==> src/design/adc_seq_pkg.sv <==
// Shared constants, state codes and decoders for the converter sequencer.
// Assumes a 100 MHz system clock; register bus is 32-bit AXI4-Lite.
package adc_seq_pkg;
   localparam int CLK_PERIOD_NS = 10;
   // One instruction cycle, inserted before the RC bit clock starts
   localparam int INSTR_CYCLE_NS = 40;
   localparam int INSTR_CYCLES = (INSTR_CYCLE_NS + CLK_PERIOD_NS - 1) / CLK_PERIOD_NS;
   // Private RC bit period stands in for the converter's own oscillator
   localparam int RC_TAD_NS = 1200;
   localparam int RC_DIV = RC_TAD_NS / CLK_PERIOD_NS;
   localparam int CONV_TADS = 11;
   localparam int HOLDOFF_TADS = 2;
   localparam logic [7:0] ADDR_CTRL = 8'h00;
   localparam logic [7:0] ADDR_TIMING = 8'h04;
   localparam logic [7:0] ADDR_RES_HI = 8'h08;
   localparam logic [7:0] ADDR_RES_LO = 8'h0c;
   localparam logic [7:0] ADDR_STATUS = 8'h10;
   localparam int BIT_ON = 0;
   localparam int BIT_GO = 1;
   localparam int BIT_FLAG = 0;
   localparam int BIT_RJUST = 7;
   localparam int BIT_UNUSED = 6;
   localparam int ACQ_LSB = 3;
   localparam int CLKSEL_LSB = 0;
   localparam logic [7:0] TIMING_RESET = 8'h00;
   localparam logic [7:0] TIMING_MASK = 8'hbf;
   localparam logic [9:0] SAR_FIRST = 10'h200;
   localparam logic [1:0] RESP_OKAY = 2'b00;
   localparam logic [1:0] RESP_SLVERR = 2'b10;

   typedef enum logic [2:0] {
      ST_OFF = 3'b000,
      ST_SAMPLE = 3'b001,
      ST_ACQ = 3'b010,
      ST_CONV = 3'b011,
      ST_HOLD = 3'b100
   } seq_state_t;

   function automatic logic [4:0] acqTads(input logic [2:0] s);
      case (s)
         3'h7: acqTads = 5'd20;
         3'h6: acqTads = 5'd16;
         3'h5: acqTads = 5'd12;
         3'h4: acqTads = 5'd8;
         3'h3: acqTads = 5'd6;
         3'h2: acqTads = 5'd4;
         3'h1: acqTads = 5'd2;
         default: acqTads = 5'd0;
      endcase
   endfunction

   function automatic logic isRc(input logic [2:0] s);
      isRc = (s[1:0] == 2'b11);
   endfunction

   function automatic logic [6:0] tadDiv(input logic [2:0] s);
      case (s)
         3'h0: tadDiv = 7'd2;
         3'h1: tadDiv = 7'd8;
         3'h2: tadDiv = 7'd32;
         3'h4: tadDiv = 7'd4;
         3'h5: tadDiv = 7'd16;
         3'h6: tadDiv = 7'd64;
         default: tadDiv = 7'(RC_DIV);
      endcase
   endfunction
endpackage

==> src/design/tad_if.sv <==
// Bit-period clock request and tick between sequencer and divider.
// Both ends run on the same system clock.
`timescale 1ns/10ps
interface tad_if;
   logic [2:0] clkSel;
   logic run;
   logic sleep;
   logic tick;
   modport gen (input clkSel, input run, input sleep, output tick);
   modport user (output clkSel, output run, output sleep, input tick);
endinterface

==> src/design/adc_acquisition_sequencer.sv <==
// Acquisition and conversion sequencer for a 10-bit SAR converter,
// with an AXI4-Lite register slave. The analog core answers each trial
// code within one clock; sleep comes from the power manager, unsynchronised.
// Functional notes
// - Format bit: one right, zero left justify
// - Acquisition field picks 0 to 20 bit periods
// - Clock field picks divider or RC clock
// - RC clock starts one instruction cycle late
// - Bit six unused, always reads zero
// - Only RC clock keeps converting in sleep
// - Successive approximation resolves 1024 levels
// - Reset restores registers, stops module, aborts conversion
// - Completion loads result, clears busy, sets flag
// - Result pair untouched by reset, unknown
// - Two bit periods wait before next acquisition
// - Nonzero setting acquires, then converts automatically
// - Zero setting converts at once; software times acquisition
// - After conversion sampling resumes on channel
// - Busy stays set through acquisition and conversion
// - Busy reads one while acquiring or converting
// - Enable bit turns the converter on
// - A conversion lasts eleven bit periods
// - Clearing go aborts; result keeps old value
`timescale 1ns/10ps
module adc_acquisition_sequencer
   import adc_seq_pkg::*;
(
   input wire logic clock, // System clock, 100 MHz
   input wire logic sys_rst, // Synchronous reset, high
   input wire logic [7:0] s_axi_awaddr, // Write address
   input wire logic s_axi_awvalid, // Write address valid
   output logic s_axi_awready, // Write address ready
   input wire logic [31:0] s_axi_wdata, // Write data
   input wire logic [3:0] s_axi_wstrb, // Write byte enables
   input wire logic s_axi_wvalid, // Write data valid
   output logic s_axi_wready, // Write data ready
   output logic [1:0] s_axi_bresp, // Write response
   output logic s_axi_bvalid, // Write response valid
   input wire logic s_axi_bready, // Write response ready
   input wire logic [7:0] s_axi_araddr, // Read address
   input wire logic s_axi_arvalid, // Read address valid
   output logic s_axi_arready, // Read address ready
   output logic [31:0] s_axi_rdata, // Read data
   output logic [1:0] s_axi_rresp, // Read response
   output logic s_axi_rvalid, // Read data valid
   input wire logic s_axi_rready, // Read data ready
   input wire logic sleepIn, // Device sleep request, async
   input wire logic cmpIn, // Comparator: input above trial, async
   output logic sampleEn, // Hold capacitor tracks the input
   output logic [9:0] dacCode // Trial code for the comparator
);
   import adc_seq_pkg::*;

   typedef struct packed {
      seq_state_t st;
      logic on;
      logic [7:0] tim;
      logic flag;
      logic [9:0] res;
      logic [9:0] trial;
      logic [4:0] cnt;
      logic awHeld;
      logic [7:0] awAddr;
      logic wHeld;
      logic [7:0] wData;
      logic wLane0;
      logic bValid;
      logic [1:0] bResp;
      logic rValid;
      logic [7:0] rData;
      logic [1:0] rResp;
      logic [1:0] slp;
      logic cmp;
   } seq_reg_t;

   seq_reg_t s_q, s_d;
   tad_if tadBus ();

   logic awTake, wTake, arTake, haveAw, haveW, doWrite;
   logic [7:0] wrAddr, wrData;
   logic wrLane0, tick, goBusy, cmpS;
   logic [2:0] acqSel;

   tad_clock_gen tadGen (
      .clock(clock),
      .sys_rst(sys_rst),
      .t(tadBus)
   );

   // Byte of the result pair as placed by the format bit
   function automatic logic [7:0] resultByte(input logic [9:0] r, input logic rj,
      input logic hi);
      if (rj) begin
         resultByte = hi ? {6'h00, r[9:8]} : r[7:0];
      end else begin
         resultByte = hi ? r[9:2] : {r[1:0], 6'h00};
      end
   endfunction

   function automatic logic isMapped(input logic [7:0] a);
      isMapped = (a == ADDR_CTRL) || (a == ADDR_TIMING) || (a == ADDR_RES_HI) ||
         (a == ADDR_RES_LO) || (a == ADDR_STATUS);
   endfunction

   assign goBusy = (s_q.st == ST_ACQ) || (s_q.st == ST_CONV);
   assign acqSel = s_q.tim[ACQ_LSB +: 3];
   assign cmpS = s_q.cmp;
   assign tick = tadBus.tick;
   assign tadBus.clkSel = s_q.tim[CLKSEL_LSB +: 3];
   assign tadBus.run = goBusy || (s_q.st == ST_HOLD);
   assign tadBus.sleep = s_q.slp[1];

   // Address and data may arrive in either order; one write in flight
   assign s_axi_awready = !s_q.awHeld && !s_q.bValid;
   assign s_axi_wready = !s_q.wHeld && !s_q.bValid;
   assign s_axi_arready = !s_q.rValid;
   assign awTake = s_axi_awvalid && s_axi_awready;
   assign wTake = s_axi_wvalid && s_axi_wready;
   assign arTake = s_axi_arvalid && s_axi_arready;
   assign haveAw = s_q.awHeld || awTake;
   assign haveW = s_q.wHeld || wTake;
   assign doWrite = haveAw && haveW;
   assign wrAddr = s_q.awHeld ? s_q.awAddr : s_axi_awaddr;
   assign wrData = s_q.wHeld ? s_q.wData : s_axi_wdata[7:0];
   assign wrLane0 = s_q.wHeld ? s_q.wLane0 : s_axi_wstrb[0];

   assign s_axi_bvalid = s_q.bValid;
   assign s_axi_bresp = s_q.bResp;
   assign s_axi_rvalid = s_q.rValid;
   assign s_axi_rresp = s_q.rResp;
   assign s_axi_rdata = {24'h000000, s_q.rData};
   assign sampleEn = (s_q.st == ST_SAMPLE) || (s_q.st == ST_ACQ);
   assign dacCode = s_q.trial;

   always_comb begin
      logic [3:0] idx;
      logic [9:0] nt;
      logic doneSet;
      s_d = s_q;
      idx = 4'h0;
      nt = s_q.trial;
      doneSet = 1'b0;
      // Sleep is a foreign-domain pin and passes two flops
      s_d.slp = {s_q.slp[0], sleepIn};
      // The comparator answers our own registered trial code, so one capture
      // flop is enough; a second would miss the decision at clock/2
      s_d.cmp = cmpIn;

      // Register bus
      if (awTake) begin
         s_d.awHeld = 1'b1;
         s_d.awAddr = s_axi_awaddr;
      end
      if (wTake) begin
         s_d.wHeld = 1'b1;
         s_d.wData = s_axi_wdata[7:0];
         s_d.wLane0 = s_axi_wstrb[0];
      end
      if (s_q.bValid && s_axi_bready) begin
         s_d.bValid = 1'b0;
      end
      if (s_q.rValid && s_axi_rready) begin
         s_d.rValid = 1'b0;
      end
      if (arTake) begin
         s_d.rValid = 1'b1;
         s_d.rResp = isMapped(s_axi_araddr) ? RESP_OKAY : RESP_SLVERR;
         case (s_axi_araddr)
            ADDR_CTRL: s_d.rData = {6'h00, goBusy, s_q.on};
            ADDR_TIMING: s_d.rData = s_q.tim & TIMING_MASK;
            ADDR_RES_HI: s_d.rData = resultByte(s_q.res, s_q.tim[BIT_RJUST], 1'b1);
            ADDR_RES_LO: s_d.rData = resultByte(s_q.res, s_q.tim[BIT_RJUST], 1'b0);
            ADDR_STATUS: s_d.rData = {7'h00, s_q.flag};
            default: s_d.rData = 8'h00;
         endcase
      end

      if (doWrite) begin
         s_d.awHeld = 1'b0;
         s_d.wHeld = 1'b0;
         s_d.bValid = 1'b1;
         s_d.bResp = isMapped(wrAddr) ? RESP_OKAY : RESP_SLVERR;
      end

      // Sequencer
      case (s_q.st)
         ST_OFF: begin
            s_d.cnt = 5'h00;
         end
         ST_SAMPLE: begin
            s_d.cnt = 5'h00;
         end
         ST_ACQ: begin
            if (tick) begin
               s_d.cnt = s_q.cnt + 5'h01;
               if (s_q.cnt == acqTads(acqSel) - 5'h01) begin
                  s_d.st = ST_CONV;
                  s_d.cnt = 5'h00;
                  s_d.trial = SAR_FIRST;
               end
            end
         end
         ST_CONV: begin
            if (tick) begin
               s_d.cnt = s_q.cnt + 5'h01;
               // First period isolates the hold cap; then one bit per period
               if (s_q.cnt != 5'h00) begin
                  idx = 4'(5'd10 - s_q.cnt);
                  nt[idx] = cmpS;
                  if (idx != 4'h0) begin
                     nt[idx - 4'h1] = 1'b1;
                  end
                  s_d.trial = nt;
               end
               if (s_q.cnt == 5'(CONV_TADS - 1)) begin
                  s_d.res = nt;
                  s_d.flag = 1'b1;
                  doneSet = 1'b1;
                  s_d.st = ST_HOLD;
                  s_d.cnt = 5'h00;
               end
            end
         end
         ST_HOLD: begin
            if (tick) begin
               s_d.cnt = s_q.cnt + 5'h01;
               if (s_q.cnt == 5'(HOLDOFF_TADS - 1)) begin
                  s_d.st = ST_SAMPLE;
                  s_d.cnt = 5'h00;
               end
            end
         end
         default: begin
            s_d.st = ST_OFF;
         end
      endcase

      // Software writes come after the sequencer so an abort wins a tick
      if (doWrite && wrLane0) begin
         case (wrAddr)
            ADDR_CTRL: begin
               s_d.on = wrData[BIT_ON];
               if (!wrData[BIT_ON]) begin
                  s_d.st = ST_OFF;
               end else if (s_q.st == ST_OFF) begin
                  // Go in the same write that turns on is ignored
                  s_d.st = ST_SAMPLE;
               end else if (wrData[BIT_GO] && s_q.st == ST_SAMPLE) begin
                  s_d.cnt = 5'h00;
                  s_d.trial = SAR_FIRST;
                  if (acqSel == 3'h0) begin
                     s_d.st = ST_CONV;
                  end else begin
                     s_d.st = ST_ACQ;
                  end
               end else if (!wrData[BIT_GO] && goBusy) begin
                  s_d.st = ST_HOLD;
                  s_d.cnt = 5'h00;
                  s_d.res = s_q.res;
                  s_d.flag = s_q.flag;
               end
            end
            ADDR_TIMING: s_d.tim = wrData & TIMING_MASK;
            ADDR_STATUS: begin
               // A completion in this cycle keeps the flag set
               if (wrData[BIT_FLAG] && !doneSet) begin
                  s_d.flag = 1'b0;
               end
            end
            default: begin
            end
         endcase
      end
   end

   always_ff @(posedge clock) begin
      if (sys_rst) begin
         s_q <= '0;
         s_q.st <= ST_OFF;
         s_q.tim <= TIMING_RESET;
         s_q.res <= s_q.res;
      end else begin
         s_q <= s_d;
      end
   end
endmodule

==> src/design/tad_clock_gen.sv <==
// Divider that turns the system clock into bit-period ticks.
// Assumes sleep is already synchronised to the system clock.
`timescale 1ns/10ps
module tad_clock_gen
   import adc_seq_pkg::*;
(
   input wire logic clock, // System clock
   input wire logic sys_rst, // Synchronous reset, high
   tad_if.gen t // Bit-period request and tick
);
   typedef struct packed {
      logic [6:0] div;
      logic [2:0] dly;
      logic run;
   } gen_state_t;

   localparam logic [2:0] INSTR_DLY = 3'(INSTR_CYCLES);
   gen_state_t s_q, s_d;
   logic rc, runRise, stall;

   assign rc = isRc(t.clkSel);
   assign runRise = t.run && !s_q.run;
   // Only the RC source keeps running while the device sleeps
   assign stall = !t.run || (s_q.dly != 3'h0) || (runRise && rc) || (t.sleep && !rc);
   assign t.tick = !stall && (s_q.div == tadDiv(t.clkSel) - 7'd1);

   always_comb begin
      s_d = s_q;
      s_d.run = t.run;
      if (!t.run) begin
         s_d.div = 7'h00;
         s_d.dly = 3'h0;
      end else if (runRise && rc) begin
         s_d.dly = INSTR_DLY;
      end else if (s_q.dly != 3'h0) begin
         s_d.dly = s_q.dly - 3'h1;
      end else if (!stall) begin
         s_d.div = t.tick ? 7'h00 : s_q.div + 7'h01;
      end
   end

   always_ff @(posedge clock) begin
      if (sys_rst) begin
         s_q <= '0;
      end else begin
         s_q <= s_d;
      end
   end
endmodule

==> config.mk <==
export PLATFORM = sky130hd
export DESIGN_NAME = adc_acquisition_sequencer
export DESIGN_NICKNAME = d
export VERILOG_FILES = /design/src/design/adc_seq_pkg.sv /design/src/design/tad_if.sv /design/src/design/adc_acquisition_sequencer.sv /design/src/design/tad_clock_gen.sv
export SDC_FILE = /design/constraint.sdc
export NUM_CORES = 1
export LEC_CHECK = 0
export BUFFER_PORTS_ARGS = -buffer_cell sky130_fd_sc_hd__buf_2
export CORE_MARGIN = 4
export CORE_UTILIZATION = 50
export CTS_CLUSTER_DIAMETER = 200
export DETAILED_ROUTE_END_ITERATION = 12
export HOLD_SLACK_MARGIN = 0.1
export PLACE_DENSITY = 0.76
export SLEW_MARGIN = 5
export SYNTH_ARGS = -nofsm -noshare
export SYNTH_HDL_FRONTEND = slang
export SYNTH_SLANG_ARGS = --single-unit
export TNS_END_PERCENT = 1
==> constraint.sdc <==
create_clock -name clock -period 2.8 [get_ports clock]
set_input_delay 0.84 -clock clock [delete_from_list [all_inputs] [get_ports clock]]
set_output_delay 0.84 -clock clock [all_outputs]
set_load 0.05 [all_outputs]
==> summary.txt <==
Die ar.: 11700 µm²
Pwr Density: 409 nW/µm²
Flip-flop and latch area: 1730 µm²
Core area: 9770 µm²
Critical Path AT: 3.06 ns
Pre-CTS setup slack: -0.0424 ns
Synth warn: 0
# IOs: 113
Synth top area share: 28.4%
Area of the multi-input gates: 2900 µm²
Dominant combinational cell family by area after synthesis: simple AND/OR/NAND/NOR gates
Power Internal: 1.61 mW
GPL Wtd Cong: 0.932
Vias in the first global route: 4144
DR iter-0 viols: 295
Actual slew at the worst max-slew pin: 0.619 ns
Clock skew: 0.0139 ns
Sw Share: 30.5%
CTS tree: done
Ranking of synthesized cells by area: dfxtp_1 (28%), buf_4 (6.9%), edfxtp_1 (6.0%)
Setup crit start kind: flop
Die Height: 108 µm
Simple-gate share of the synthesized area: 21.5%
Sw power: 0.704 mW
Mux contribution to synthesized area: 5.92%
Fin worst setup slack: 0.0249 ns
# H-tree levels: 3
Starting Density: 51.3%
Layout area overhead: 12.8%
Run status: finished clean
Worst-Skew Late Latency: 0.37 ns
Ys flop type: dfxtp_1
Max Cap Violations: 0
Required time of the critical path: 3.09 ns
Commonest non-fill, non-tap cells in the layout: dfxtp_1 (68), nor2_1 (59), buf_2 (58), nand2_1 (43), a21oi_1 (38)
Sequential Power Share: 53.0%
DRC viols: 0
Yosys reg bits: 81
Crit path max fanout: 7
Clock sinks: 81
Xor/xnor cell area share of the yosys netlist: 3.50%
Lkg Pwr: 2.28 nW
Hold Path Class: reg -> reg
Root Buffer: clkbuf_8
Post-synth cell types: 67
Clock network fraction of design power: 33.0%
Fin. max-slew vios: 0
TritonCTS Buffers: 9
Post-DR vias/cell: 5.60
Fmax: 360 MHz
Syn avg cell area: 8.54 µm²
Share of layout cells above drive strength 1: 22.7%
Ant diodes: 0
DRT antenna net count: 0
Syn Inst Count: 587
Worst slew margin: 58.6%
Total Routing Usage GR: 20.7%
Final period util: 99.1%
Die width: 108 µm
FF-to-FF path depth: 10
Port Buffers: 58
RR Endpoint: s_q[40]$_SDFF_PP0_
Worst Hold Path EP: s_q[2]$_SDFF_PP0_
RR Startpoint: s_q[62]$_SDFFE_PP0P_
Minimum clock period: 2.78 ns
Kind of critical path: reg -> reg
Number of setup violations in the final report: 0
RSZ-0062 raised after global routing: true
Flop2flop setup slack: 0.02 ns
Maximum clock path buffer count: 2
Hold-critical path depth: 1
Worst VDD drop: 0.218 mV
Cell taking the most area after synthesis: dfxtp_1
First-pass GRT wire length: 19500 µm
Wirelength per Cell: 15.6 µm
Synth Area in Compound Gates: 19.9%
Reg clk slew, reported paths: 0.08 ns
Largest net degree at the start of global routing: 36
Fin. Hold Viols: 0
Nets: 717
Fill count: 888
Drt pass-1 iters: 7
Routed WL: 12100 µm
Grt ovf: 0
Vias: 4370
Synth Area in Adders: 3.50%
Initial antenna violation count: 0
Detail Placement HPWL: 8830 µm
Cts hold-fix bufs: 0
CP Capture Type: flop
Comb power frac: 14.0%
Cell Area, Synth: 5010 µm²
Min-delay src: s_d[2]$_SDFF_PP0_
Seq/Total Area, Yosys: 34.4%
Tot Pwr: 2.31 mW
Row cnt: 36
Share of flip-flops with an asynchronous set or reset: 0%
EDFF count, synth: 10
Most common cell after layout, fill and taps aside: dfxtp_1
==> final cells by class <==
class	instances	share of cell area (%)
Clock buffer	10	2.26
Tap cell	133	2.94
Inverter	19	1.26
Clock inverter	6	0.620
Sequential cell	81	30.5
Timing Repair Buffer	98	11.1
Multi-Input combinational cell	433	51.3
==> per-layer routing <==
metal / share of wire, % / GRT usage (%) / vias up
li1: - / - / 2136
met1: 42 / 25.9 / 2042
met2: 50 / 36.2 / 167
met3: 6.0 / 3.88 / 25
met4: 1.7 / 6.04 / 0
met5: 0 / 0 / -
==> kinds of logic (layout without fill, tap and decap cells) <==
logic type               after synthesis  in the layout
adder cells (fa/ha/maj)               14             14
other                                  1             26
flip-flops                            81             81
XOR/XNOR                              20             20
multiplexers                          29             29
AO/OA/AOI/OAI                        137            137
AND/OR/NAND/NOR                      207            207
buffers and inverters                 98            133
==> cells in the mapped netlist (2+ instances only) <==
cell type	count
nor2b_1	11
and3_1	4
o31ai_1	4
nand4_1	5
a22o_1	9
mux2_2	5
nand2_1	44
edfxtp_1	10
inv_1	19
nand3b_1	2
clkbuf_1	28
o22a_1	2
nor3b_1	6
dfxtp_1	71
a31oi_1	8
ha_1	14
a32o_1	9
mux2i_1	24
a2111oi_2	2
o221ai_1	2
buf_2	2
xnor2_1	9
o22ai_1	5
xor2_1	11
o211ai_1	3
a211oi_1	9
o41ai_1	2
nor3_1	11
o21ai_0	14
buf_4	46
and2_1	8
nand3_1	18
a21oi_1	39
a22oi_1	10
nor2_1	60
a21o_1	5
nor4_1	4
o2bb2ai_1	2
buf_6	3
nand4b_1	3
nor4b_1	3
or2_2	4
nand2b_1	13
==> how the worst max path moves through the flow <==
stage,to,depth (start not counted),from
after detailed placement,dacCode[1]$_SDFF_PP0_,8,s_axi_awaddr[7]
after global routing,s_q[40]$_SDFF_PP0_,10,s_q[62]$_SDFFE_PP0P_
after CTS,s_q[38]$_SDFF_PP0_,11,s_q[63]$_SDFFE_PP0P_
after floorplan,s_q[71]$_SDFF_PP0_,10,s_q[62]$_SDFFE_PP0P_
after global placement,dacCode[4]$_SDFF_PP0_,8,s_axi_awaddr[7]
final,s_q[40]$_SDFF_PP0_,10,s_q[62]$_SDFFE_PP0P_
==> metrics by stage <==
| step | area, µm² | utilization [%] | setup TNS, ns | hold WS [ns] | cells |
|---|---|---|---|---|---|
| 2_1_floorplan | 5110 | - | -0.0239 | 0.414 | 612 |
| 3_3_place_gp | 5340 | 54.6 | 0 | 0.430 | 755 |
| 3_5_place_dp | 5340 | 54.6 | -0.191 | 0.433 | 755 |
| 4_1_cts | 5590 | 57.2 | 0 | 0.447 | 777 |
| 5_1_grt | 5650 | 57.8 | -0.119 | 0.473 | 780 |
| 6_report | 5650 | 57.8 | 0 | 0.440 | 780 |
==> what timing repair did <==
item | 4_1_cts | 5_1_grt
setup endpoints to repair | 2 | 30
pin swaps | 5 | 11
gates cloned | 1 | 0
resized for setup | 4 | 16
endpoints found under the hold margin | 0 | 0
setup buffers | 5 | 5
==> power groups by stage <==
stage / Clock [mW] / Sequential (mW) / Combinational [mW]
finish: 0.762 / 1.22 / 0.324
floorplan: 0 / 1.25 / 0.274
CTS: 0.770 / 1.22 / 0.321
global route: 0.830 / 1.23 / 0.348
global placement: 0 / 1.25 / 0.314
detailed placement: 0 / 1.25 / 0.320
==> worst max-delay path: stages, from the launching register on <==
cell and delay, ns:
dfxtp_2 0.33, or3_4 0.41, ha_4 0.23, xnor2_2 0.13, a2111o_1 0.43, buf_6 0.14
nor4b_4 0.28, buf_6 0.19, nand4_1 0.12, xor2_1 0.21, o31ai_2 0.22
==> flip-flops by register name, summed over array words and instances, names as in the netlist <==
signal / cells
acqSel: 3
cmpS: 1
dacCode: 10
s_axi_bresp: 1
s_axi_bvalid: 1
s_axi_rdata: 8
s_axi_rresp: 1
s_axi_rvalid: 1
s_d: 1
s_q: 43
tadGen.s_q: 11
Power figures use the tool's default switching activity.
